[config.mk]
export PLATFORM = sky130hd
export DESIGN_NAME = lspo_interlock
export DESIGN_NICKNAME = d
export VERILOG_FILES = /design/src/lspo_pkg.sv /design/src/lspo_sync.sv /design/src/lspo_interlock.sv
export VERILOG_INCLUDE_DIRS = /design/src /design/src/src
export SDC_FILE = /design/constraint.sdc
export NUM_CORES = 1
export LEC_CHECK = 0
export BUFFER_PORTS_ARGS = -buffer_cell sky130_fd_sc_hd__buf_2
export CAP_MARGIN = 10
export CORE_MARGIN = 3
export CORE_UTILIZATION = 38
export CTS_BUF_LIST = sky130_fd_sc_hd__clkbuf_4 sky130_fd_sc_hd__clkbuf_8
export DETAILED_ROUTE_END_ITERATION = 7
export PLACE_DENSITY = 0.55
export SLEW_MARGIN = 40
export SYNTH_ARGS = -nofsm -noshare
export SYNTH_HDL_FRONTEND = slang
export SYNTH_SLANG_ARGS = --single-unit
[constraint.sdc]
create_clock -name i_clk -period 3.2 [get_ports i_clk]
set_input_delay 0.48 -clock i_clk [delete_from_list [all_inputs] [get_ports i_clk]]
set_output_delay 0.48 -clock i_clk [all_outputs]
set_load 0.01 [all_outputs]
[src/lspo_consts.svh]
// Timing counts, a field value and a reset value for the servo interlock.
// Assumes a 10 MHz system clock; included by bare name with a guard.
`ifndef LSPO_CONSTS_SVH
`define LSPO_CONSTS_SVH
// Clock period in nanoseconds.
`define LSPO_CLK_NS 100
// Default polarity detection timeout in microseconds.
`define LSPO_DET_TIMEOUT_US 500000
// Cycles for the timeout, rounded down.
`define LSPO_DET_TIMEOUT_CYC ((`LSPO_DET_TIMEOUT_US * 1000) / `LSPO_CLK_NS)
// Width of the detection timer.
`define LSPO_TMR_W 24
// Stop method field value that selects zero clamp after an overtravel stop.
`define LSPO_STOP_ZCLAMP 2'h1
// Reset value of the held polarity flag.
`define LSPO_POL_RST 1'b0
`endif

[src/lspo_pkg.sv]
// Types shared by the servo interlock and its testbench.
// Assumes the constants header is included by the design files.
package lspo_pkg;
  // Interlock state machine.
  typedef enum logic [2:0] {
    LSPO_OFF,
    LSPO_DETECT,
    LSPO_ON,
    LSPO_FAIL
  } lspo_state_t;

  // Settings that stand still after power-up.
  typedef struct packed {
    logic no_pol_sensor;
    logic abs_encoder;
    logic motorless_test;
    logic [1:0] stop_method;
  } lspo_cfg_t;

  // Drive outputs gathered together.
  typedef struct packed {
    logic servo_enable;
    logic servo_ready;
    logic fwd_inhibit;
    logic rev_inhibit;
    logic motor_stop;
    logic zero_clamp;
    logic base_block;
    logic brake_release_out;
    logic detect_run;
    logic detect_alarm;
  } lspo_out_t;
endpackage : lspo_pkg

[src/lspo_sync.sv]
// Three flip-flop synchroniser for one pin with agreement filter.
// Assumes the pin is asynchronous to i_clk.
`timescale 1ns/1ps
module lspo_sync
  import lspo_pkg::*;
#(
  parameter logic RST_VAL = 1'b0
) (
  input wire logic i_clk,
  input wire logic i_sys_rst,
  input wire logic i_pin,
  output logic o_level
);
  // Stage registers; stage one feeds only stage two.
  logic [2:0] stage;
  logic [2:0] next_stage;
  logic next_level;

  // Shift the pin in and accept a change when stages two and three agree.
  always_comb begin
    next_stage = {stage[1:0], i_pin};
    next_level = (stage[1] == stage[2]) ? stage[2] : o_level;
  end

  // Register the stages and the filtered level.
  always_ff @(posedge i_clk) begin
    if (i_sys_rst) begin
      stage <= {3{RST_VAL}};
      o_level <= RST_VAL;
    end else begin
      stage <= next_stage;
      o_level <= next_level;
    end
  end
endmodule : lspo_sync

[src/lspo_interlock.sv]
// Servo enable interlock with polarity detection sequencing and overtravel.
// Assumes config ports are steady after reset (power-up acts as reset),
// and that the motor loop reports detection done and failed as pulses.
`timescale 1ns/1ps
`include "lspo_consts.svh"

// How it works
// - Sensorless motor must detect polarity first.
// - Incremental encoder loses polarity at power-up.
// - Absolute encoder keeps stored polarity result.
// - No servo enable until detection completes.
// - Detect only when off, powered, unblocked, unlimited.
// - Any alarm blocks detection except phase mismatch.
// - Motorless test setting must be disabled.
// - Servo-on triggers detection only for incremental.
// - Detection starts with first servo-on command.
// - On incremental completion, ready asserts and servo stays on.
// - Forward limit off means forward drive prohibited.
// - Reverse limit off means reverse drive prohibited.
// - Overtravel forces the motor to stop.
// - Motion away from the limit still allowed.
// - Base block after stop, unless zero clamp.
// - Brake stays released during overtravel stop.
module lspo_interlock
  import lspo_pkg::*;
#(
  parameter int DET_TIMEOUT = `LSPO_DET_TIMEOUT_CYC
) (
  input wire logic i_clk,
  input wire logic i_sys_rst,
  input wire lspo_cfg_t i_cfg,
  input wire logic i_abs_pol_stored,
  input wire logic i_abs_detect_select_param,
  input wire logic i_servo_on_command,
  input wire logic i_main_power_on,
  input wire logic i_hardwired_base_block,
  input wire logic i_other_alarm,
  input wire logic i_phase_info_mismatch_alarm,
  input wire logic i_detect_done,
  input wire logic i_detect_fail,
  input wire logic i_forward_limit_in,
  input wire logic i_reverse_limit_in,
  input wire logic i_fwd_ref,
  input wire logic i_rev_ref,
  output lspo_out_t o_drive,
  output logic o_pol_valid
);
  // Filtered limit levels, high means motion permitted.
  logic fwd_ok;
  logic rev_ok;
  // Polarity known flag, lost on every reset for incremental encoders.
  logic pol_valid;
  logic next_pol_valid;
  // Interlock state.
  lspo_state_t state;
  lspo_state_t next_state;
  // Detection timeout counter.
  logic [`LSPO_TMR_W-1:0] tmr;
  logic [`LSPO_TMR_W-1:0] next_tmr;
  // Registered outputs.
  lspo_out_t drv;
  lspo_out_t next_drv;
  // Derived conditions.
  logic need_detect;
  logic detect_ok;
  logic detect_trig;
  logic ot_fwd;
  logic ot_rev;
  logic ot_stop;

  // Limit pins arrive from switches, so they are synchronised.
  // Reset value low reads as overtravel until the pins are really sampled.
  lspo_sync #(.RST_VAL(1'b0)) u_fwd_sync (
    .i_clk(i_clk),
    .i_sys_rst(i_sys_rst),
    .i_pin(i_forward_limit_in),
    .o_level(fwd_ok)
  );
  lspo_sync #(.RST_VAL(1'b0)) u_rev_sync (
    .i_clk(i_clk),
    .i_sys_rst(i_sys_rst),
    .i_pin(i_reverse_limit_in),
    .o_level(rev_ok)
  );

  // Decode detection preconditions and overtravel conditions.
  always_comb begin
    // A low level, such as a broken wire, reads as overtravel.
    ot_fwd = !fwd_ok;
    ot_rev = !rev_ok;
    // Only a sensorless motor without a known polarity needs detection.
    need_detect = i_cfg.no_pol_sensor && !pol_valid;
    // Preconditions; the phase mismatch alarm does not block.
    detect_ok = i_cfg.no_pol_sensor && i_main_power_on
      && !i_hardwired_base_block && !ot_fwd && !ot_rev
      && !i_other_alarm
      && !i_cfg.motorless_test;
    // Servo-on starts it on incremental; absolute uses its own select.
    if (i_cfg.abs_encoder) begin
      detect_trig = i_abs_detect_select_param;
    end else begin
      detect_trig = i_servo_on_command;
    end
    // A stop is forced when the commanded motion runs into a limit.
    ot_stop = (ot_fwd && i_fwd_ref) || (ot_rev && i_rev_ref);
  end

  // Next state, polarity flag, timer and outputs.
  always_comb begin
    next_state = state;
    next_pol_valid = pol_valid;
    next_tmr = tmr;
    next_drv = '0;
    // Absolute encoder restores the stored result; incremental never does.
    if (i_cfg.abs_encoder && i_abs_pol_stored) begin
      next_pol_valid = 1'b1;
    end
    case (state)
      // Servo off: wait for a command.
      LSPO_OFF: begin
        next_tmr = '0;
        if (need_detect) begin
          // Servo is off here, meeting the servo-off precondition.
          if (detect_trig && detect_ok) begin
            next_state = LSPO_DETECT;
          end
        end else if (i_servo_on_command && !i_hardwired_base_block) begin
          next_state = LSPO_ON;
        end
      end
      // Detection running; the motor is powered but not yet ready.
      LSPO_DETECT: begin
        next_drv.detect_run = 1'b1;
        next_drv.brake_release_out = 1'b1;
        next_tmr = tmr + 1'b1;
        if (i_detect_done) begin
          next_pol_valid = 1'b1;
          // On incremental, servo on was the trigger, so it stays on at once.
          if (i_cfg.abs_encoder) begin
            // An absolute run only stores the result; the servo stays off.
            next_state = LSPO_OFF;
            next_drv = '0;
          end else begin
            next_state = LSPO_ON;
            next_drv.servo_enable = 1'b1;
            next_drv.servo_ready = 1'b1;
            next_drv.detect_run = 1'b0;
          end
        end else if (i_detect_fail || i_other_alarm
            || 32'(tmr) >= DET_TIMEOUT - 1) begin
          next_state = LSPO_FAIL;
          next_drv = '0;
          next_drv.detect_alarm = 1'b1;
        end
      end
      // Servo enabled; limits gate the directions.
      LSPO_ON: begin
        next_drv.servo_enable = 1'b1;
        next_drv.servo_ready = 1'b1;
        next_drv.brake_release_out = 1'b1;
        next_drv.fwd_inhibit = ot_fwd;
        next_drv.rev_inhibit = ot_rev;
        if (ot_stop) begin
          next_drv.motor_stop = 1'b1;
          if (i_cfg.stop_method == `LSPO_STOP_ZCLAMP) begin
            next_drv.zero_clamp = 1'b1;
          end else begin
            next_drv.base_block = 1'b1;
          end
        end
        if (!i_servo_on_command || i_hardwired_base_block
            || i_other_alarm || need_detect) begin
          next_state = LSPO_OFF;
          next_drv = '0;
        end
      end
      // Failed detection: servo stays off until servo-on and the absolute select both drop.
      LSPO_FAIL: begin
        next_drv.detect_alarm = 1'b1;
        if (!i_servo_on_command && !i_abs_detect_select_param) begin
          next_state = LSPO_OFF;
          next_drv.detect_alarm = 1'b0;
        end
      end
      default: begin
        next_state = LSPO_OFF;
      end
    endcase
  end

  // Register state; reset models control power-up and drops polarity.
  always_ff @(posedge i_clk) begin
    if (i_sys_rst) begin
      state <= LSPO_OFF;
      pol_valid <= `LSPO_POL_RST;
      tmr <= '0;
      drv <= '0;
    end else begin
      state <= next_state;
      pol_valid <= next_pol_valid;
      tmr <= next_tmr;
      drv <= next_drv;
    end
  end

  assign o_drive = drv;
  assign o_pol_valid = pol_valid;

  // Checks below watch the registered outputs against the rules.
  // Servo never enabled for a sensorless motor without polarity.
  chk_enable_needs_pol: assert property (@(posedge i_clk)
    disable iff (i_sys_rst)
    (drv.servo_enable && i_cfg.no_pol_sensor) |-> pol_valid)
    else $error("servo enabled without polarity");
  // Completion on incremental gives ready and enable in the on state next cycle.
  chk_done_ready: assert property (@(posedge i_clk)
    disable iff (i_sys_rst)
    (state == LSPO_DETECT && i_detect_done && !i_cfg.abs_encoder)
      |=> drv.servo_ready && drv.servo_enable && state == LSPO_ON)
    else $error("ready missing after detection");
  // Detection only entered with preconditions met.
  chk_detect_entry: assert property (@(posedge i_clk)
    disable iff (i_sys_rst)
    (state == LSPO_OFF && next_state == LSPO_DETECT)
      |-> (i_main_power_on && !i_hardwired_base_block && fwd_ok && rev_ok))
    else $error("detection started against preconditions");
  // Non mismatch alarm blocks detection start.
  chk_alarm_block: assert property (@(posedge i_clk)
    disable iff (i_sys_rst)
    (state == LSPO_OFF && (i_other_alarm || i_cfg.motorless_test))
      |=> state != LSPO_DETECT)
    else $error("detection started with alarm or test mode");
  // Motorless test setting prevents detection.
  chk_motorless: assert property (@(posedge i_clk)
    disable iff (i_sys_rst)
    (state == LSPO_DETECT) |-> !$past(i_cfg.motorless_test) ||
      $past(state) == LSPO_DETECT)
    else $error("detection under motorless test");
  // Incremental: only servo-on starts detection.
  chk_trig_source: assert property (@(posedge i_clk)
    disable iff (i_sys_rst)
    (state == LSPO_OFF && !i_cfg.abs_encoder && !i_servo_on_command)
      |=> state != LSPO_DETECT)
    else $error("detection without servo-on");
  // Forward limit low inhibits forward drive while on.
  chk_fwd_inhibit: assert property (@(posedge i_clk)
    disable iff (i_sys_rst)
    (state == LSPO_ON && next_state == LSPO_ON && !fwd_ok)
      |=> drv.fwd_inhibit && (drv.rev_inhibit == !$past(rev_ok)))
    else $error("forward inhibit wrong");
  // Overtravel stop keeps brake released, picks clamp or base block.
  chk_ot_stop: assert property (@(posedge i_clk)
    disable iff (i_sys_rst)
    drv.motor_stop |-> drv.brake_release_out
      && (drv.zero_clamp != drv.base_block))
    else $error("overtravel stop outputs wrong");
  // Failure keeps servo off and ready low.
  chk_fail_off: assert property (@(posedge i_clk)
    disable iff (i_sys_rst)
    (state == LSPO_FAIL) |-> !drv.servo_enable && !drv.servo_ready)
    else $error("servo on after failed detection");
  // Phase mismatch alarm alone never holds a ready detection back.
  chk_phase_no_block: assert property (@(posedge i_clk)
    disable iff (i_sys_rst)
    (state == LSPO_OFF && need_detect && detect_trig
      && i_phase_info_mismatch_alarm && i_main_power_on
      && !i_hardwired_base_block && fwd_ok && rev_ok
      && !i_other_alarm && !i_cfg.motorless_test)
      |=> state == LSPO_DETECT)
    else $error("phase mismatch alarm blocked detection");
  // Reverse limit low inhibits reverse drive while on.
  chk_rev_inhibit: assert property (@(posedge i_clk)
    disable iff (i_sys_rst)
    (state == LSPO_ON && next_state == LSPO_ON && !rev_ok)
      |=> drv.rev_inhibit && (drv.fwd_inhibit == !$past(fwd_ok)))
    else $error("reverse inhibit wrong");
  // A reference that runs into an open limit forces a stop.
  chk_stop_forced: assert property (@(posedge i_clk)
    disable iff (i_sys_rst)
    (state == LSPO_ON && next_state == LSPO_ON
      && ((!fwd_ok && i_fwd_ref) || (!rev_ok && i_rev_ref)))
      |=> drv.motor_stop && drv.servo_enable)
    else $error("overtravel did not stop the motor");
  // A reference away from the limit is not stopped.
  chk_away_moves: assert property (@(posedge i_clk)
    disable iff (i_sys_rst)
    (state == LSPO_ON && next_state == LSPO_ON
      && !(!fwd_ok && i_fwd_ref) && !(!rev_ok && i_rev_ref))
      |=> !drv.motor_stop)
    else $error("motion away from the limit was stopped");
  // The stop method setting picks zero clamp or base block.
  chk_stop_method: assert property (@(posedge i_clk)
    disable iff (i_sys_rst)
    drv.motor_stop
      |-> drv.zero_clamp == (i_cfg.stop_method == `LSPO_STOP_ZCLAMP))
    else $error("stop method not followed");
  // Ready only stands while the interlock is on.
  chk_ready_in_on: assert property (@(posedge i_clk)
    disable iff (i_sys_rst)
    drv.servo_ready |-> state == LSPO_ON)
    else $error("ready outside the on state");
  // Main scenarios worth seeing in a run.
  cov_detect_ok: cover property (@(posedge i_clk)
    state == LSPO_DETECT ##1 state == LSPO_ON);
  cov_detect_fail: cover property (@(posedge i_clk)
    state == LSPO_DETECT ##1 state == LSPO_FAIL);
  cov_ot_stop: cover property (@(posedge i_clk) drv.motor_stop);
  cov_zero_clamp: cover property (@(posedge i_clk) drv.zero_clamp);
  cov_abs_done: cover property (@(posedge i_clk)
    state == LSPO_DETECT && i_detect_done && i_cfg.abs_encoder);
endmodule : lspo_interlock

* After elaboration in Yosys (flattened, before gate mapping)
Cells that the tools add are included.
Cells by class: add/subtract/negate cells 1, order comparisons 1, eq/ne operators 11, multiplexer cells 25, reductions and logical operators 30
Operators with widths (count):
- $pmux W24 S2 | 1
- $mux W3 | 9
- $add A24 B1 Y24 const B | 1
- $ge A24 B23 Y1 const B | 1
- $mux W10 | 2
- $pmux W9 S2 | 1
- $logic_and A1 B1 Y1 | 13
- $pmux W3 S4 | 1
- $ne A3 B3 Y1 const B | 3
- $logic_not A1 Y1 | 8
- $mux W1 | 8
- $eq A3 B2 Y1 const B | 2
- $logic_or A1 B1 Y1 | 6
- $reduce_and A5 Y1 | 1
- $mux W2 | 2
- $ne A2 B2 Y1 const B | 2
- $eq A3 B1 Y1 const B | 1
- $logic_not A3 Y1 | 1
- $pmux W1 S3 | 1
- $eq A1 B1 Y1 | 2
- $eq A2 B1 Y1 const B | 1
- $reduce_bool A2 Y1 | 1
Word-level totals: flip-flop bits (word level) 46, output and inout port bits 11, logic and storage cells 85

* Logic depth before layout (Yosys ltp)
word-level depth 10, mapped depth 8, gate-level depth less buffers 7

* Cells and area by module
A second synthesis with hierarchy kept.
Unflattened totals: cell total of the unflattened synthesis 237, area total of the unflattened synthesis 2064.5 µm²
By module, submodules not included:
- lspo_interlock | instances 1, cells an instance 217, area each 1839.3 µm², seq. area each 720.7 µm²
- lspo_sync | instances 2, cells an instance 10, area each 112.6 µm², seq. area each 80.1 µm²

* Least setup slack after synthesis
No wires, ideal clock.
path type register -> register, start register state[1], end register tmr[19], setup time 0.065 ns, arrival 1.714 ns, data required time 3.135 ns, setup slack 1.421 ns, cell stages (with the launch flop) 9, buffers on the path 1, clock period less this slack 1.779 ns, cell sequence dfxtp_1 inv_1 ha_1 buf_2 nand4_1 nor4_1 nand4_1 mux2_1 nor2_1
Between the ends: word-level cells in the longest chain between the ends 2, elaborated cells on any way between the ends 4, those cells by class eq/ne: 1; mux: 1; reduce/logical: 2
RTL lines:
- start: declaration | line lspo_interlock.sv:55 | lspo_state_t state;
- start signal: assignment | line lspo_interlock.sv:199 | state <= next_state;
- $eq A3 B1 Y1 or $logic_not A3 Y1 (tied branches) | line lspo_interlock.sv:118 | case (state)
- $pmux W24 S2 or $reduce_bool A2 Y1 (tied branches)
- end signal: assignment | line lspo_interlock.sv:201 | tmr <= next_tmr;
- end: declaration | line lspo_interlock.sv:58 | logic [`LSPO_TMR_W-1:0] tmr;
Parallel ways exist; a longest one is shown, timed or not. A chain may end at the register's enable or synchronous reset.

* Worst setup path after layout
start register state[1], end register tmr[14]
The elaborated chain is that of the path after synthesis.

==> summary.md <==
| Metric | Value |
|---|---|
| CP required | `3420 ps` |
| Grt total ovfl | `0` |
| Yosys top cell by area | `dfxtp_1` |
| Cell Pwr Density | `575.5 nW/um^2` |
| Share of power burned in registers | `0.417` |
| Total wire length | `4.636 mm` |
| Initial antenna violation count | `0` |
| Max incr delay on CP | `470 ps` |
| Final Max Tran Viols | `0` |
| Crit end category | `register` |
| Area fraction in compound gates after synthesis | `0.1881` |
| Worst vdd ir | `274.1 uV` |
| Gr usage total | `0.1551` |
| Final net count | `291` |
| Syn-to-layout area delta | `15.13%` |
| Status | `complete, no violations` |
| Multi-input logic area | `1181 um^2` |
| Initial drt markers | `81` |
| Rows | `26` |
| Mapped Area | `2142 um^2` |
| Tmin final | `2277 ps` |
| Register bit total from synthesis | `44` |
| Vias in the first global route | `1721` |
| Final setup fails | `0` |
| Worst slew margin | `0.4903` |
| Dpl hpwl | `3.197 mm` |
| Initial core utilization | `0.4065` |
| NetSw | `452.6 uW` |
| Simple-gate share of the synthesized area | `0.3043` |
| Crit path launch type | `register` |
| Number of H-tree levels | `2` |
| Synth Flop Type | `dfxtp_1` |
| Layout cells sized above 1 | `0.1835` |
| Syn Inst Count | `239` |
| Die Ht | `81.08 um` |
| # diodes | `0` |
| Drt drc | `0` |
| CTS Buf Count | `5` |
| Top-Level Pins | `31` |
| Fillers | `556` |
| Worst Tran Pin Value | `764.5 ps` |
| Setup Crit Path Kind | `register to register` |
| Mean Syn Cell Area | `8.963 um^2` |
| Hold_ws | `361.7 ps` |
| Post-synth EDFFs | `0` |
| Clock Latency Late Sink | `300 ps` |
| Pleak | `0.0009039 uW` |
| Synth top cells by count | `dfxtp_1 (44), a21oi_1 (23), nor2_1 (18)` |
| CTS Hold Bufs | `0` |
| Async set-reset flop share out of synthesis | `0` |
| CTS tree | `built` |
| Port-buffer cells | `29` |
| CTS Root Cell | `clkbuf_8` |
| Max Root-Sink Buffers | `2` |
| Vias | `1841` |
| Largest net degree at the start of global routing | `43` |
| Sequential cell area fraction in the yosys report | `0.4112` |
| DIE WIDTH | `81.08 um` |
| Remaining antenna violation count | `0` |
| RSZ-0062 raised after global routing | `false` |
| Maxcap violations | `0` |
| Final Hold Violating Endpoints | `0` |
| Via/cell ratio | `5.463` |
| Synth cell types | `52` |
| Count leader, synth | `dfxtp_1` |
| Yosys Warn Count | `0` |
| Post-route clock period utilization | `0.7116` |
| Switching Share | `0.3189` |
| Arr. time, crit path | `2500 ps` |
| TritonCTS Sinks | `44` |
| Sequential Area | `880.8 um^2` |
| Core Box Area | `5270 um^2` |
| Gpl congestion | `0.7569` |
| Synth top area cells | `dfxtp_1 (41%), a21oi_1 (5.4%), nor2_1 (3.2%), nand2_1 (3.0%), ha_1 (2.9%)` |
| Critical Path Fanout Max | `10` |
| Post-CTS setup buffer count | `0` |
| Highest-delay cell along the critical path | `nor4_2` |
| Setup_tns | `0 ps` |
| Pint | `966.5 uW` |
| DR pass1 iterations | `4` |
| Average wire per standard cell | `13.76 um` |
| Cells along the critical path | `inv_1 > ha_1 > buf_4 > nand4_1 > nor4_2 > nand2_1 > or2_0 > a21oi_1` |
| First-pass GRT wire length | `8.038 mm` |
| Post-Synth Adder-Cell Area | `0.02921` |
| Post-synthesis mux area share | `0.02570` |
| Hold crit path type | `primary input to register` |
| XOR/XNOR share of the synthesized area | `0.004089` |
| Logic pwr share | `0.252` |
| CTS clk-pin slew, worst paths | `80 ps` |
| Largest family of logic cells by synthesized area | `simple AND/OR/NAND/NOR gates` |
| Syn Nets | `264` |
| Die Footprint | `6574 um^2` |
| CTS resizes | `0` |
| Top cell type's share of synthesized area | `0.4112` |
| Clock power frac | `0.331` |
| Worst Clk Skew | `11.73 ps` |
| Max Fclk | `439.2 MHz` |
## critical path, delay by kind of cell (launching register included)
kind                       cells  cell delay, ps
adders and majority gates      1             360
buffers and inverters          2             350
and+or+nand+nor                4            1010
AOI/OAI and AO/OA              1             140
DFF                            1             330
## power by group through the flow
stage / Clock, uW / Sequential [uW] / Combinational (uW)
detailed placement: 0 / 605 / 359
floorplan: 0 / 605 / 256
global placement: 0 / 604 / 359
finish: 470 / 592 / 357
CTS: 482 / 592 / 362
global route: 499 / 596 / 404
## cells by family (layout without fill, tap and decap cells)
family,after synthesis,after routing
muxes,5,5
and+or+nand+nor,104,104
buffers and inverters,20,48
xor gates and xnor gates,1,1
adders and majority gates,5,5
AOI/OAI and AO/OA,60,60
DFF,44,44
## flip-flops by register name (all words and copies together) (netlist names)
register and flops:
o_drive 9, u_rev_sync.stage 3, u_fwd_sync.stage 3, u_rev_sync.o_level 1, state 2, u_fwd_sync.o_level 1
tmr 24, o_pol_valid 1
## layout make-up
cell class | instances | area share
well taps | 70 | 0.03551
inverters | 10 | 0.01522
flip-flops and latches | 44 | 0.3572
multi-input cells | 175 | 0.4789
clock buffers | 7 | 0.03907
repair buffers | 30 | 0.06190
clock inverters | 1 | 0.01218
## cell usage in the layout, fill, tap and decap left out, drive strengths merged, types with 3 or more instances in the layout
cell type and instances:
dfxtp 44, buf 30, a21oi 23, nor2 18, nand2 17, inv 10
o21ai 9, nand3 8, or3 8, nand4b 7, clkbuf 7, nand4 7
o211ai 6, nor2b 6, ha 5, nor4 5, nand2b 4, nor3 4
o31ai 4, mux2 4, and3 3, or2 3, a221oi 3
## worst paths after layout
check,from,to,slack [ps],cells past startpoint
max,state[1],tmr[14],920,8
min,i_cfg[0],o_drive[3],360,2
max reg2reg,state[1],tmr[14],920,8
min reg2reg,u_rev_sync.stage[0],u_rev_sync.stage[1],440,1
## layer usage
layer	wire length (um)	vias to the layer above	global-route usage
met1	2376	859	0.2164
li1	-	940	-
met4	57	0	0.05068
met3	227	7	0.03769
met5	0	-	0
met2	1975	35	0.2340
## per-stage QoR
step | util | setup slack, ps | instances | area (um^2) | total power [uW]
2_1_floorplan | - | 1421 | 239 | 2142 | 860.8
6_report | 0.4679 | 922.9 | 337 | 2466 | 1419
3_3_place_gp | 0.4440 | 967.3 | 329 | 2340 | 963.1
5_1_grt | 0.4679 | 647.6 | 337 | 2466 | 1499
3_5_place_dp | 0.4440 | 953.6 | 329 | 2340 | 964.4
4_1_cts | 0.4679 | 912.6 | 337 | 2466 | 1436
Note: power is estimated with default switching activity, not from simulation.
